## src/sys_clock_ctrl_consts.vh

```
// Purpose: Constants for the system clock and operating-mode controller
// Assumes: Byte-wide register port, one system clock
// Notes:   Offsets are byte addresses on the register port
`ifndef SYS_CLOCK_CTRL_CONSTS_VH
`define SYS_CLOCK_CTRL_CONSTS_VH

// ----------------------------------------------------------------
// Register offsets
// ----------------------------------------------------------------
`define OFS_TIMING_GEN_CONTROL 8'h36
`define OFS_SYSTEM_CONTROL_ONE 8'h38
`define OFS_SYSTEM_CONTROL_TWO 8'h39
`define OFS_MODE_STATUS 8'h3a

// ----------------------------------------------------------------
// Reset values
// ----------------------------------------------------------------
`define RST_TIMING_GEN_CONTROL 8'h00
`define RST_SYSTEM_CONTROL_ONE 8'h00
`define RST_SYSTEM_CONTROL_TWO 8'h80

// ----------------------------------------------------------------
// timing_gen_control fields
// ----------------------------------------------------------------
`define TGC_DIVOUT_EN 7
`define TGC_DIVOUT_SEL_HI 6
`define TGC_DIVOUT_SEL_LO 5
`define TGC_DV7_SRC 4
`define TGC_TBT_EN 3
`define TGC_TBT_SEL_HI 2
`define TGC_TBT_SEL_LO 0

// ----------------------------------------------------------------
// system_control_one fields
// ----------------------------------------------------------------
`define SC1_STOP 7
`define SC1_REL_LEVEL 6
`define SC1_RET_SLOW 5
`define SC1_OUT_EN 4
`define SC1_WARM_HI 3
`define SC1_WARM_LO 2

// ----------------------------------------------------------------
// system_control_two fields
// ----------------------------------------------------------------
`define SC2_HIGH_OSC_EN 7
`define SC2_LOW_OSC_EN 6
`define SC2_SYS_CLK_SEL 5
`define SC2_IDLE 4
`define SC2_TG_HALT 2

// ----------------------------------------------------------------
// Structure and tap positions
// ----------------------------------------------------------------
`define PRESCALE_BITS 2
`define DIVIDER_BITS 21
`define STATES_PER_CYCLE 4
`define TBT_TAP_BASE 5'd13
`define WARM_TAP_BASE 5'd17
`define DIVOUT_TAP_BASE 5'd8

`endif

```

## src/sys_clock_ctrl.v

```verilog
// Purpose: Timing generator and operating-mode controller of the system clock
// Assumes: hf_tick and lf_tick are one-cycle pulses, synchronous to clk_sys
// Notes:   Oscillators are modelled by their run enables and tick inputs
//
// Summary of operation
// - Timing generator: two-stage prescaler, 21-stage divider, clock and cycle counters.
// - Generator supplies divider output, timer, watchdog, timer/counter and warm-up clocks.
// - Prescaler and divider clear on reset, STOP entry and STOP release.
// - Seventh stage input chosen by mode, clock select and stage-7 source bit.
// - Slow and sleep modes always feed low clock into stage seven.
// - Warm-up after STOP from full speed feeds stage six into stage seven.
// - Machine cycle is four states S0 to S3, each one main clock.
// - Instructions last one to ten machine cycles; peripherals follow main clock.
// - Mode controller starts/stops oscillators, switches main clock via two registers.
// - Single clock: only high oscillator, low pins are ports, cycle four high clocks.
// - Reset enters full-speed single mode running everything from high clock.
// - Idle bit set enters idle: CPU and watchdog halt, peripherals run.
// - Any interrupt request releases idle back to full speed.
// - On idle release, accept interrupt if master enable set, else resume next.
// - Halt bit enters deep idle: only oscillator and base timer keep clock.
// - Falling edge of chosen base timer source ends deep idle, resumes full speed.
// - Deep idle ignores timer enable; service needs all three enables set.
// - Deep idle entered with timer enabled sets timer interrupt latch on return.
// - Dual clock runs both oscillators; main clock high in full/idle, low in slow/sleep.
// - Dual clock cycle is four high clocks, or four low clocks when slow.
// - Clock select one gives slow mode; zero returns full; high enable off stops high.
// - After warm-up, resume after STOP to full speed or slow per return select.
//
// Local design decision: strobed register access.
`timescale 1ns/1ps
`default_nettype none
`include "sys_clock_ctrl_consts.vh"

module sys_clock_ctrl #(
   parameter PRESCALE_W = `PRESCALE_BITS,
   parameter DIVIDER_W = `DIVIDER_BITS
) (
   input wire clk_sys,
   input wire arst_n,
   input wire ce,
   input wire [7:0] reg_addr,
   input wire [7:0] reg_wdata,
   input wire reg_wr,
   input wire reg_rd,
   output reg [7:0] reg_rdata_r,
   input wire hf_tick,
   input wire lf_tick,
   input wire irq_req,
   input wire irq_master_enable,
   input wire base_timer_irq_enable,
   input wire base_timer_irq_clear,
   input wire stop_release_n,
   input wire [3:0] inst_cycles,
   output reg [DIVIDER_W-1:0] div_taps_r,
   output reg main_tick_r,
   output reg [1:0] state_num_r,
   output reg cycle_end_r,
   output reg inst_done_r,
   output reg cpu_run_r,
   output reg wdt_run_r,
   output reg periph_run_r,
   output reg high_osc_run_r,
   output reg low_osc_run_r,
   output reg low_pins_port_r,
   output reg divider_output_r,
   output reg irq_accept_r,
   output reg resume_next_r,
   output reg base_timer_service_r,
   output reg base_timer_interrupt_r
);

   // ----------------------------------------------------------------
   // Modes
   // ----------------------------------------------------------------
   localparam [2:0] ST_RUN = 3'd0;
   localparam [2:0] ST_IDLE = 3'd1;
   localparam [2:0] ST_DEEP = 3'd2;
   localparam [2:0] ST_STOP = 3'd3;
   localparam [2:0] ST_WARM = 3'd4;

   reg [2:0] mode_r;
   reg [2:0] mode_nxt;
   reg [7:0] tgc_r;
   reg [7:0] sc1_r;
   reg [7:0] sc2_r;
   reg [PRESCALE_W-1:0] pre_r;
   reg stop_from_full_r;
   reg deep_tbt_en_r;
   reg tbt_tap_prev_r;
   reg stop_pin_prev_r;
   reg [3:0] mcycle_cnt_r;

   // ----------------------------------------------------------------
   // Clock selection
   // ----------------------------------------------------------------
   wire slow = sc2_r[`SC2_SYS_CLK_SEL];
   wire dual = sc2_r[`SC2_LOW_OSC_EN];
   wire hf_on = sc2_r[`SC2_HIGH_OSC_EN] && (mode_r != ST_STOP);
   wire lf_on = dual && (mode_r != ST_STOP);
   wire hf_run = hf_tick && hf_on;
   wire lf_run = lf_tick && lf_on;
   // Main clock: high in full and idle, low in slow and sleep
   wire main_tick = slow ? lf_run : hf_run;
   wire pre_carry = hf_run && (&pre_r);
   wire lo_carry = pre_carry && (&div_taps_r[5:0]);
   reg s7_tick;

   always @* begin
      s7_tick = 1'b0;
      if (slow) begin
         s7_tick = lf_run;
      end else if (mode_r == ST_WARM && stop_from_full_r) begin
         s7_tick = lo_carry;
      end else if (tgc_r[`TGC_DV7_SRC]) begin
         s7_tick = lf_run;
      end else begin
         s7_tick = lo_carry;
      end
   end

   // ----------------------------------------------------------------
   // Divider taps for the timer, warm-up and divider output
   // ----------------------------------------------------------------
   wire [4:0] tbt_idx = `TBT_TAP_BASE + {2'b00, tgc_r[`TGC_TBT_SEL_HI:`TGC_TBT_SEL_LO]};
   wire [4:0] warm_idx = `WARM_TAP_BASE + {3'b000, sc1_r[`SC1_WARM_HI:`SC1_WARM_LO]};
   wire [4:0] dvo_idx = `DIVOUT_TAP_BASE +
      {3'b000, tgc_r[`TGC_DIVOUT_SEL_HI:`TGC_DIVOUT_SEL_LO]};
   wire tbt_tap = div_taps_r[tbt_idx];
   wire tbt_fall = tbt_tap_prev_r && !tbt_tap;
   wire warm_done = div_taps_r[warm_idx];

   // Release pin is active low; edge mode waits for the falling edge
   wire stop_release = sc1_r[`SC1_REL_LEVEL] ? !stop_release_n :
      (stop_pin_prev_r && !stop_release_n);

   wire wr_tgc = reg_wr && (reg_addr == `OFS_TIMING_GEN_CONTROL);
   wire wr_sc1 = reg_wr && (reg_addr == `OFS_SYSTEM_CONTROL_ONE);
   wire wr_sc2 = reg_wr && (reg_addr == `OFS_SYSTEM_CONTROL_TWO);

   // ----------------------------------------------------------------
   // Mode sequencing
   // ----------------------------------------------------------------
   always @* begin
      mode_nxt = mode_r;
      case (mode_r)
         ST_RUN: begin
            if (sc1_r[`SC1_STOP]) begin
               mode_nxt = ST_STOP;
            end else if (sc2_r[`SC2_TG_HALT]) begin
               mode_nxt = ST_DEEP;
            end else if (sc2_r[`SC2_IDLE]) begin
               mode_nxt = ST_IDLE;
            end
         end
         ST_IDLE: begin
            if (irq_req) begin
               mode_nxt = ST_RUN;
            end
         end
         ST_DEEP: begin
            if (tbt_fall) begin
               mode_nxt = ST_RUN;
            end
         end
         ST_STOP: begin
            if (stop_release) begin
               mode_nxt = ST_WARM;
            end
         end
         ST_WARM: begin
            if (warm_done) begin
               mode_nxt = ST_RUN;
            end
         end
         default: begin
            mode_nxt = ST_RUN;
         end
      endcase
   end

   // ----------------------------------------------------------------
   // Registers, mode and timing generator
   // ----------------------------------------------------------------
   always @(posedge clk_sys or negedge arst_n) begin
      if (!arst_n) begin
         mode_r <= ST_RUN;
         tgc_r <= `RST_TIMING_GEN_CONTROL;
         sc1_r <= `RST_SYSTEM_CONTROL_ONE;
         sc2_r <= `RST_SYSTEM_CONTROL_TWO;
         pre_r <= {PRESCALE_W{1'b0}};
         div_taps_r <= {DIVIDER_W{1'b0}};
         stop_from_full_r <= 1'b0;
         deep_tbt_en_r <= 1'b0;
         tbt_tap_prev_r <= 1'b0;
         stop_pin_prev_r <= 1'b1;
         base_timer_interrupt_r <= 1'b0;
         irq_accept_r <= 1'b0;
         resume_next_r <= 1'b0;
         base_timer_service_r <= 1'b0;
      end else if (ce) begin
         mode_r <= mode_nxt;
         tbt_tap_prev_r <= tbt_tap;
         stop_pin_prev_r <= stop_release_n;
         irq_accept_r <= 1'b0;
         resume_next_r <= 1'b0;
         base_timer_service_r <= 1'b0;

         if (wr_tgc) begin
            tgc_r <= reg_wdata;
         end
         if (wr_sc1) begin
            sc1_r <= reg_wdata;
         end
         if (wr_sc2) begin
            sc2_r <= reg_wdata;
         end

         // Prescaler and divider; stages 1-6 stop with the high oscillator
         if ((mode_r == ST_RUN && sc1_r[`SC1_STOP]) ||
             (mode_r == ST_STOP && stop_release)) begin
            pre_r <= {PRESCALE_W{1'b0}};
            div_taps_r <= {DIVIDER_W{1'b0}};
         end else begin
            if (hf_run) begin
               pre_r <= pre_r + {{(PRESCALE_W-1){1'b0}}, 1'b1};
            end
            if (pre_carry) begin
               div_taps_r[5:0] <= div_taps_r[5:0] + 6'h01;
            end
            if (s7_tick) begin
               div_taps_r[DIVIDER_W-1:6] <= div_taps_r[DIVIDER_W-1:6] +
                  {{(DIVIDER_W-7){1'b0}}, 1'b1};
            end
         end

         case (mode_r)
            ST_RUN: begin
               if (sc1_r[`SC1_STOP]) begin
                  stop_from_full_r <= !slow;
               end else if (sc2_r[`SC2_TG_HALT]) begin
                  deep_tbt_en_r <= tgc_r[`TGC_TBT_EN];
               end
            end
            ST_IDLE: begin
               if (irq_req) begin
                  sc2_r[`SC2_IDLE] <= 1'b0;
                  irq_accept_r <= irq_master_enable;
                  resume_next_r <= !irq_master_enable;
               end
            end
            ST_DEEP: begin
               if (tbt_fall) begin
                  sc2_r[`SC2_TG_HALT] <= 1'b0;
                  base_timer_service_r <= irq_master_enable &&
                     base_timer_irq_enable && tgc_r[`TGC_TBT_EN];
               end
            end
            ST_WARM: begin
               if (warm_done) begin
                  sc1_r[`SC1_STOP] <= 1'b0;
                  if (sc1_r[`SC1_RET_SLOW]) begin
                     sc2_r[`SC2_SYS_CLK_SEL] <= 1'b1;
                     sc2_r[`SC2_HIGH_OSC_EN] <= 1'b0;
                  end else begin
                     sc2_r[`SC2_SYS_CLK_SEL] <= 1'b0;
                  end
               end
            end
            default: begin
            end
         endcase

         // Latch set on return wins over a clear in the same cycle
         if (mode_r == ST_DEEP && tbt_fall && deep_tbt_en_r) begin
            base_timer_interrupt_r <= 1'b1;
         end else if (base_timer_irq_clear) begin
            base_timer_interrupt_r <= 1'b0;
         end
      end
   end

   // ----------------------------------------------------------------
   // Machine cycle and instruction timing
   // ----------------------------------------------------------------
   // Instruction lengths outside one to ten are clamped to keep the CPU live
   wire [3:0] inst_len = (inst_cycles == 4'h0) ? 4'h1 :
      ((inst_cycles > 4'ha) ? 4'ha : inst_cycles);

   always @(posedge clk_sys or negedge arst_n) begin
      if (!arst_n) begin
         main_tick_r <= 1'b0;
         state_num_r <= 2'h0;
         cycle_end_r <= 1'b0;
         inst_done_r <= 1'b0;
         mcycle_cnt_r <= 4'h0;
      end else if (ce) begin
         main_tick_r <= main_tick && periph_run_r;
         cycle_end_r <= 1'b0;
         inst_done_r <= 1'b0;
         if (main_tick && periph_run_r) begin
            state_num_r <= state_num_r + 2'h1;
            if (state_num_r == 2'h3) begin
               cycle_end_r <= 1'b1;
               if (cpu_run_r) begin
                  if (mcycle_cnt_r + 4'h1 >= inst_len) begin
                     mcycle_cnt_r <= 4'h0;
                     inst_done_r <= 1'b1;
                  end else begin
                     mcycle_cnt_r <= mcycle_cnt_r + 4'h1;
                  end
               end
            end
         end
      end
   end

   // ----------------------------------------------------------------
   // Run enables, oscillators, divider output and read port
   // ----------------------------------------------------------------
   always @(posedge clk_sys or negedge arst_n) begin
      if (!arst_n) begin
         cpu_run_r <= 1'b1;
         wdt_run_r <= 1'b1;
         periph_run_r <= 1'b1;
         high_osc_run_r <= 1'b1;
         low_osc_run_r <= 1'b0;
         low_pins_port_r <= 1'b1;
         divider_output_r <= 1'b0;
         reg_rdata_r <= 8'h00;
      end else if (ce) begin
         cpu_run_r <= (mode_nxt == ST_RUN);
         wdt_run_r <= (mode_nxt == ST_RUN);
         periph_run_r <= (mode_nxt == ST_RUN) || (mode_nxt == ST_IDLE);
         high_osc_run_r <= hf_on;
         low_osc_run_r <= lf_on;
         low_pins_port_r <= !dual;
         divider_output_r <= tgc_r[`TGC_DIVOUT_EN] && div_taps_r[dvo_idx];
         reg_rdata_r <= 8'h00;
         if (reg_rd) begin
            case (reg_addr)
               `OFS_TIMING_GEN_CONTROL: reg_rdata_r <= tgc_r;
               `OFS_SYSTEM_CONTROL_ONE: reg_rdata_r <= sc1_r;
               `OFS_SYSTEM_CONTROL_TWO: reg_rdata_r <= sc2_r;
               `OFS_MODE_STATUS: reg_rdata_r <= {3'b000, base_timer_interrupt_r,
                  state_num_r, 2'b00} | {5'b00000, mode_r};
               default: reg_rdata_r <= 8'h00;
            endcase
         end
      end
   end

endmodule // sys_clock_ctrl
`default_nettype wire

```

## config.mk

```make
export PLATFORM = sky130hd
export DESIGN_NAME = sys_clock_ctrl
export DESIGN_NICKNAME = d
export VERILOG_FILES = /design/src/sys_clock_ctrl.v
export VERILOG_INCLUDE_DIRS = /design/src
export SDC_FILE = /design/constraint.sdc
export NUM_CORES = 1
export LEC_CHECK = 0
export ABC_CLOCK_PERIOD_IN_PS = 3200
export BUFFER_PORTS_ARGS = -buffer_cell sky130_fd_sc_hd__buf_2
export CELL_PAD_IN_SITES_DETAIL_PLACEMENT = 1
export CELL_PAD_IN_SITES_GLOBAL_PLACEMENT = 2
export CORE_AREA = 4 4 141 143
export DETAILED_ROUTE_END_ITERATION = 7
export DIE_AREA = 0 0 145 147
export PLACE_DENSITY_LB_ADDON = 0.1
export SLEW_MARGIN = 5
export SYNTH_ARGS = -nofsm -noshare
export SYNTH_HDL_FRONTEND = slang
export SYNTH_SLANG_ARGS = --single-unit
```

## constraint.sdc

```tcl
create_clock -name clk_sys -period 3.2 [get_ports clk_sys]
set_input_delay 0.16 -clock clk_sys [delete_from_list [all_inputs] [get_ports clk_sys]]
set_output_delay 0.16 -clock clk_sys [all_outputs]
set_load 0.05 [all_outputs]
```

==> results of run 1 <==
==> layer usage <==
metal / part of all wire / vias to the layer above / wire length, um
met1: 0.48 / 1997 / 7490
met2: 0.48 / 49 / 7450
li1: - / 1822 / -
met5: 0 / - / 0
met3: 0.024 / 10 / 371
met4: 0.010 / 0 / 154
==> sequential cells by signal, indices dropped and copies added (netlist names), 2 cells and up <==
register      cells
pre_r             2
sc2_r             8
mcycle_cnt_r      4
tgc_r             8
reg_rdata_r       8
state_num_r       2
sc1_r             8
div_taps_r       21
mode_r            3
==> worst max-delay path: stages, from the launching register on <==
cell and delay [ps]:
sky130_fd_sc_hd__dfrtp_1 680, sky130_fd_sc_hd__and3b_1 430, sky130_fd_sc_hd__nor4_1 120, sky130_fd_sc_hd__mux2i_1 870
sky130_fd_sc_hd__o21a_1 220, sky130_fd_sc_hd__mux2_2 330
==> cells in the mapped netlist (all sizes together), types with 3 or more instances <==
| library cell | instances |
|---|---|
| a2111o | 4 |
| a211oi | 6 |
| a21o | 11 |
| a21oi | 21 |
| a222oi | 4 |
| a22o | 4 |
| a22oi | 3 |
| a31oi | 3 |
| and2 | 5 |
| and3 | 5 |
| buf | 6 |
| clkbuf | 14 |
| dfrtp | 75 |
| dfstp | 6 |
| ha | 12 |
| inv | 20 |
| mux2 | 23 |
| mux2i | 11 |
| mux4 | 6 |
| nand2 | 54 |
| nand2b | 10 |
| nand3 | 13 |
| nand4 | 9 |
| nor2 | 19 |
| nor3 | 4 |
| nor4 | 4 |
| nor4b | 3 |
| o211ai | 4 |
| o21ai | 13 |
| o2bb2ai | 10 |
| o31ai | 11 |
| o32ai | 3 |
| or4 | 5 |
| xnor2 | 3 |
| xor2 | 5 |
==> power by group through the flow <==
| stage | clock network, mW | registers (mW) | logic, mW |
|---|---|---|---|
| 2_1_floorplan | 0 | 1.33 | 0.220 |
| 3_3_place_gp | 0 | 1.23 | 0.505 |
| 3_5_place_dp | 0 | 1.23 | 0.510 |
| 4_1_cts | 1.25 | 1.21 | 0.512 |
| 5_1_grt | 1.29 | 1.23 | 0.551 |
| 6_report | 1.21 | 1.21 | 0.502 |
==> layout by cell type (no fill, tap or decap), types with 5 or more instances in the layout <==
cell type | Yosys | final
sky130_fd_sc_hd__dfrtp_1 | 75 | 75
sky130_fd_sc_hd__buf_2 | 1 | 75
sky130_fd_sc_hd__nand2_1 | 54 | 54
sky130_fd_sc_hd__mux2_2 | 23 | 23
sky130_fd_sc_hd__a21oi_1 | 21 | 21
sky130_fd_sc_hd__inv_1 | 20 | 20
sky130_fd_sc_hd__nor2_1 | 19 | 19
sky130_fd_sc_hd__buf_4 | 1 | 14
sky130_fd_sc_hd__nand3_1 | 13 | 13
sky130_fd_sc_hd__ha_1 | 12 | 12
sky130_fd_sc_hd__a21o_1 | 11 | 11
sky130_fd_sc_hd__o31ai_1 | 11 | 11
sky130_fd_sc_hd__mux2i_1 | 11 | 11
sky130_fd_sc_hd__nand2b_1 | 10 | 10
sky130_fd_sc_hd__o2bb2ai_1 | 10 | 10
sky130_fd_sc_hd__o21ai_0 | 9 | 9
sky130_fd_sc_hd__nand4_1 | 9 | 9
sky130_fd_sc_hd__clkbuf_16 | 0 | 9
sky130_fd_sc_hd__a211oi_1 | 6 | 6
sky130_fd_sc_hd__mux4_2 | 6 | 6
sky130_fd_sc_hd__dfstp_2 | 6 | 6
sky130_fd_sc_hd__xor2_1 | 5 | 5
sky130_fd_sc_hd__and3_1 | 5 | 5
sky130_fd_sc_hd__or4_1 | 5 | 5
==> final timing paths <==
check	from	end	slack [ps]	cells after the start
hold reg to reg	reg_rdata_r[3]$_DFFE_PN0P_	reg_rdata_r[3]$_DFFE_PN0P_	480	1
max in group asynchronous	arst_n	low_pins_port_r$_DFFE_PN1P_	2460	2
setup reg to reg	mode_r[1]$_DFFE_PN0P_	div_taps_r[6]$_DFFE_PN0P_	420	5
setup / recovery	mode_r[1]$_DFFE_PN0P_	div_taps_r[6]$_DFFE_PN0P_	420	5
hold / removal	arst_n	mcycle_cnt_r[2]$_DFFE_PN0P_	-50	1
min in group clk_sys	irq_master_enable	resume_next_r$_DFFE_PN0P_	60	2
==> final cells by class <==
class                   count  area, sq um
clock buffers              10          229
flip-flops and latches     81         2030
fillers                  2096        13000
repair buffers             89          480
multi-input cells         319         2350
clock inverters             6          108
inverters                  20         75.1
well taps                 234          293
==> logic make-up (layout without fill, tap and decap cells) <==
family,count (synthesis),in the layout,synth area share
xor gates and xnor gates,8,8,0.0154
DFF,81,81,0.446
and+or+nand+nor,145,145,0.173
buffers and inverters,40,125,0.0390
adders and majority gates,13,13,0.0351
AOI/OAI and AO/OA,113,113,0.180
muxes,40,40,0.111
==> stage by stage <==
step / hold slack (ps) / cells / cell area [sq um]
after global placement: 381 / 743 / 5230
final: -51.6 / 759 / 5570
after global routing: 41.0 / 759 / 5570
after CTS: 9.03 / 759 / 5570
after floorplan: -136 / 440 / 4560
after detailed placement: 388 / 743 / 5230
==> results_tabular.tex, run 1 <==
\begin{tabular}{lr}
\hline
Metric & Value \\
\hline
\multicolumn{2}{l}{\textbf{Worst setup path}} \\
Arrival time at the worst endpoint & 3010 ps \\
Capturing element type of the critical path & flop \\
Required time reported for the critical path endpoint & 3430 ps \\
Type of the worst setup path & flop to flop \\
Element type at the critical path start & flop \\
Crit path max fanout & 16 \\
\multicolumn{2}{l}{\textbf{Placement}} \\
Worst slack after detailed placement & 451 ps \\
Routability cong. & 0.759 \\
Placed wire-length estimate & 11.4 mm \\
IO Port Bufs & 76 \\
\multicolumn{2}{l}{\textbf{Final layout}} \\
Post-synthesis to final-layout area growth & 22.1\% \\
Utilization of the core after routing & 0.300 \\
Number of inserted diodes & 0 \\
Proportion of layout cells with a drive suffix above 1 & 0.280 \\
Number of nets in the finished design & 564 \\
\multicolumn{2}{l}{\textbf{Floorplanning}} \\
Die outline height & 147 um \\
Std-Cell Core Area & 0.0186 sq mm \\
Effective utilization at floorplan & 0.245 \\
I/O pins & 77 \\
Rows & 50 \\
Die Wd & 145 um \\
DIE AREA & 0.0213 sq mm \\
\multicolumn{2}{l}{\textbf{Global route}} \\
Remaining global-route overflow & 0 \\
Number of antenna violations at the first check in global routing & 0 \\
Overall Global Routing Usage & 0.151 \\
First-pass GRT wire length & 25.1 mm \\
Number of global-route vias before repair & 4127 \\
Met2 track demand over resource & 0.244 \\
Most used routing layer in global routing & met2 \\
GR Util met3 & 0.0312 \\
Met1 capacity usage during global routing & 0.209 \\
Maximum number of pins on one net before global-route repair & 71 \\
\multicolumn{2}{l}{\textbf{Run}} \\
Max-capacitance violation count & 0 \\
\multicolumn{2}{l}{\textbf{Routing}} \\
Iter 0 DRT Violations & 233 \\
DR DRC count & 0 \\
Vias per std cell & 5.11 \\
Total length of routed wires & 15.5 mm \\
Number of antenna-violating nets in the routed design & 0 \\
Average detailed-routed wire length per instance & 20.4 um \\
DR pass1 iterations & 4 \\
Vias after detailed routing & 3878 \\
\multicolumn{2}{l}{\textbf{Logic synthesis}} \\
Number of nets produced by synthesis & 484 \\
Share of synthesized registers carrying an async set or reset & 1.00 \\
Fraction of the yosys area taken by sequential cells & 0.446 \\
Post-Syn Instances & 440 \\
Most area-hungry cell type in the Yosys netlist & sky130\_fd\_sc\_hd\_\_dfrtp\_1 \\
Number of flops mapped to enable cells by yosys & 0 \\
Post-synthesis cell type count & 65 \\
Commonest register cell after synthesis & sky130\_fd\_sc\_hd\_\_dfrtp\_1 \\
Total of warnings raised by yosys & 0 \\
Synthesized area per cell & 10.4 sq um \\
Number of register bits inferred by synthesis & 81 \\
Post-Syn Area & 0.00456 sq mm \\
Leading cell types by total area after synthesis & sky130\_fd\_sc\_hd\_\_dfrtp\_1 (41\%), sky130\_fd\_sc\_hd\_\_mux2\_2 (5.7\%), sky130\_fd\_sc\_hd\_\_nand2\_1 (4.4\%) \\
Area share of the largest cell type after synthesis & 0.412 \\
\multicolumn{2}{l}{\textbf{Power}} \\
Proportion of power drawn by combinational gates & 0.172 \\
Maximum vdd drop & 237 uV \\
Tot Pwr & 2.93 mW \\
Static leakage & 2.58 nW \\
Cell area power density & 526 mW/mm\^{}2 \\
Share of power burned in registers & 0.414 \\
P\_int & 2.02 mW \\
Part of the power in the clock network & 0.414 \\
Net Switching & 0.909 mW \\
Net switching share of the total power & 0.311 \\
\multicolumn{2}{l}{\textbf{Clocking}} \\
Clk slew on worst S/H paths & 70 ps \\
Root Driver & sky130\_fd\_sc\_hd\_\_clkbuf\_16 \\
Buffer count from post-CTS setup fixing & 0 \\
Clock buffers created by TritonCTS & 9 \\
Clock latency on the worst-skew pair & 350 ps \\
Clock tree from TritonCTS & done \\
Max clock buf depth & 2 \\
CTS-repair resized insts & 0 \\
Number of clock sinks & 81 \\
Hold-fix buffers, CTS & 0 \\
Number of H-tree levels & 3 \\
\multicolumn{2}{l}{\textbf{Timing}} \\
Clock period minus final worst setup slack & 2780 ps \\
Accumulated negative setup slack & 0 ps \\
Tightest slew margin relative to the limit & 0.244 \\
Slew at the pin with the worst max-slew slack & 1100 ps \\
Final Hold Fails & 28 \\
Final WS setup & 422 ps \\
Clock Skew & 9.43 ps \\
Final count of negative-setup-slack endpoints & 0 \\
Minimum hold slack & -51.6 ps \\
RSZ-0062 raised after global routing & false \\
Final period utilization & 0.868 \\
Max-slew violation count & 0 \\
Peak Freq & 360 MHz \\
\multicolumn{2}{l}{\textbf{Outcome}} \\
Status & complete, but fails checks \\
Violations in the final reports & hold timing \\
\multicolumn{2}{l}{\textbf{Min path}} \\
Worst Hold Class & primary input to async pin \\
\hline
\end{tabular}
(Power assumes the default switching activity.)
==> run 2: changes to the inputs <==
--- a/config.mk
+++ b/config.mk
@@ -13,2 +13,3 @@
 export CORE_AREA = 4 4 141 143
+export CTS_BUF_LIST = sky130_fd_sc_hd__clkbuf_8 sky130_fd_sc_hd__clkbuf_16
 export DETAILED_ROUTE_END_ITERATION = 7
==> constraint.sdc (replaced) <==
create_clock -name clk_sys -period 3.2 [get_ports clk_sys]
set_input_delay 0.32 -clock clk_sys [delete_from_list [all_inputs] [get_ports clk_sys]]
set_output_delay 0.32 -clock clk_sys [all_outputs]
set_load 0.05 [all_outputs]
==> run 2 against run 1 <==
Effect of this change:
- critical endpoint unchanged
- the flow now finishes without violations
- critical path depth unchanged
- final cell count rose by 0.53%
- clock skew increased by 1.8 ps
- register-to-register slack better by 60 ps
- critical path type unchanged
- wire length rose by 2.8%
- clock-buffer cell count fell by 1
- sequential share of layout area decreased by 0.098 points
==> results_tabular.tex, run 2 (synthesized netlist as in run 1, its figures left out) <==
\begin{tabular}{lr}
\hline
Metric & Value \\
\hline
\multicolumn{2}{l}{\textbf{Worst setup path}} \\
Type of the worst setup path & flop to flop \\
Arrival time at the worst endpoint & 2960 ps \\
Required time reported for the critical path endpoint & 3440 ps \\
Capturing element type of the critical path & flop \\
Element type at the critical path start & flop \\
Crit path max fanout & 14 \\
\multicolumn{2}{l}{\textbf{Floorplanning}} \\
Std-Cell Core Area & 0.0186 sq mm \\
Rows & 50 \\
Die Wd & 145 um \\
DIE AREA & 0.0213 sq mm \\
Effective utilization at floorplan & 0.245 \\
Die outline height & 147 um \\
I/O pins & 77 \\
\multicolumn{2}{l}{\textbf{Routing}} \\
Average detailed-routed wire length per instance & 20.8 um \\
Total length of routed wires & 15.9 mm \\
DR pass1 iterations & 4 \\
Vias after detailed routing & 3921 \\
Iter 0 DRT Violations & 294 \\
Vias per std cell & 5.14 \\
DR DRC count & 0 \\
Number of antenna-violating nets in the routed design & 0 \\
\multicolumn{2}{l}{\textbf{Global route}} \\
Overall Global Routing Usage & 0.155 \\
Maximum number of pins on one net before global-route repair & 57 \\
Number of global-route vias before repair & 4269 \\
Number of antenna violations at the first check in global routing & 0 \\
First-pass GRT wire length & 25.8 mm \\
Remaining global-route overflow & 0 \\
\multicolumn{2}{l}{\textbf{Power}} \\
Net Switching & 0.952 mW \\
Proportion of power drawn by combinational gates & 0.181 \\
Static leakage & 2.59 nW \\
Maximum vdd drop & 271 uV \\
Net switching share of the total power & 0.328 \\
Part of the power in the clock network & 0.404 \\
Share of power burned in registers & 0.414 \\
Cell area power density & 520 mW/mm\^{}2 \\
P\_int & 1.95 mW \\
\multicolumn{2}{l}{\textbf{Final layout}} \\
Number of nets in the finished design & 568 \\
Number of inserted diodes & 0 \\
Fill count & 2129 \\
Post-synthesis to final-layout area growth & 22.4\% \\
Utilization of the core after routing & 0.300 \\
FF+latch area & 0.00203 sq mm \\
Most frequent cells in the layout & sky130\_fd\_sc\_hd\_\_dfrtp\_1 (75), sky130\_fd\_sc\_hd\_\_buf\_2 (75), sky130\_fd\_sc\_hd\_\_nand2\_1 (54) \\
Proportion of layout cells with a drive suffix above 1 & 0.285 \\
Largest reg by FF count & div\_taps\_r \\
Total area of multi-input combinational cells & 0.00235 sq mm \\
Flip-flop count of the largest register after layout & 21 \\
\multicolumn{2}{l}{\textbf{Placement}} \\
Placed wire-length estimate & 11.6 mm \\
IO Port Bufs & 76 \\
Routability cong. & 0.757 \\
Worst slack after detailed placement & 524 ps \\
\multicolumn{2}{l}{\textbf{Timing}} \\
Accumulated negative setup slack & 0 ps \\
Final count of negative-setup-slack endpoints & 0 \\
Peak Freq & 368 MHz \\
Clock Skew & 11.3 ps \\
Final WS setup & 481 ps \\
RSZ-0062 raised after global routing & false \\
Max-slew violation count & 0 \\
Clock period minus final worst setup slack & 2720 ps \\
Minimum hold slack & 56.3 ps \\
Slew at the pin with the worst max-slew slack & 1110 ps \\
Final Hold Fails & 0 \\
Tightest slew margin relative to the limit & 0.239 \\
Final period utilization & 0.850 \\
\multicolumn{2}{l}{\textbf{Clocking}} \\
Clk slew on worst S/H paths & 70 ps \\
Number of H-tree levels & 3 \\
Clock tree from TritonCTS & done \\
Buffer count from post-CTS setup fixing & 0 \\
Clock latency on the worst-skew pair & 360 ps \\
Clock buffers created by TritonCTS & 9 \\
Hold-fix buffers, CTS & 0 \\
Number of clock sinks & 81 \\
Max clock buf depth & 2 \\
CTS-repair resized insts & 0 \\
Root Driver & sky130\_fd\_sc\_hd\_\_clkbuf\_16 \\
\multicolumn{2}{l}{\textbf{Min path}} \\
Worst Hold Class & primary input to async pin \\
\multicolumn{2}{l}{\textbf{Run}} \\
Max-capacitance violation count & 0 \\
\multicolumn{2}{l}{\textbf{Outcome}} \\
Status & finished, final reports clean \\
\hline
\end{tabular}
[run 2: per-layer routing]
layer,vias to the layer above,share of wire,track usage
li1,1822,-,-
met1,2020,0.49,0.217
met2,67,0.47,0.250
met3,12,0.025,0.0204
met4,0,0.014,0.0513
met5,-,0,0
[run 2: critical path, stage by stage, from the launching register on]
cell and delay (ps):
sky130_fd_sc_hd__dfrtp_1 510, sky130_fd_sc_hd__nand4bb_1 250, sky130_fd_sc_hd__a21oi_1 320, sky130_fd_sc_hd__mux2i_1 960, sky130_fd_sc_hd__o21a_1 230, sky130_fd_sc_hd__mux2_2 340
[run 2: worst paths after layout]
| check | startpoint | to | slack (ps) | cells after the start |
|---|---|---|---|---|
| setup / recovery | mode_r[0]$_DFFE_PN0P_ | div_taps_r[6]$_DFFE_PN0P_ | 480 | 5 |
| setup reg to reg | mode_r[0]$_DFFE_PN0P_ | div_taps_r[6]$_DFFE_PN0P_ | 480 | 5 |
| hold / removal | arst_n | mcycle_cnt_r[2]$_DFFE_PN0P_ | 60 | 1 |
| max in group asynchronous | arst_n | high_osc_run_r$_DFFE_PN1P_ | 2350 | 2 |
| min in group clk_sys | irq_master_enable | resume_next_r$_DFFE_PN0P_ | 210 | 2 |
| hold reg to reg | reg_rdata_r[3]$_DFFE_PN0P_ | reg_rdata_r[3]$_DFFE_PN0P_ | 480 | 1 |
[run 2: final cells by class]
type / count / share of cell area
flip-flops and latches: 81 / 0.365
multi-input cells: 319 / 0.420
inverters: 20 / 0.0135
clock buffers: 9 / 0.0404
clock inverters: 7 / 0.0173
well taps: 234 / 0.0525
repair buffers: 93 / 0.0915
[run 2: stage by stage]
| step | power, mW | std cells | instance area, sq um |
|---|---|---|---|
| 2_1_floorplan | 1.55 | 440 | 4560 |
| 3_3_place_gp | 1.74 | 747 | 5260 |
| 3_5_place_dp | 1.76 | 747 | 5260 |
| 4_1_cts | 2.94 | 763 | 5580 |
| 5_1_grt | 3.04 | 763 | 5580 |
| 6_report | 2.90 | 763 | 5580 |
[run 2: power groups by stage]
stage	Sequential [mW]	Clock, mW	Combinational (mW)
2_1_floorplan	1.33	0	0.220
3_3_place_gp	1.22	0	0.526
3_5_place_dp	1.22	0	0.533
4_1_cts	1.20	1.20	0.535
5_1_grt	1.22	1.25	0.571
6_report	1.20	1.17	0.526
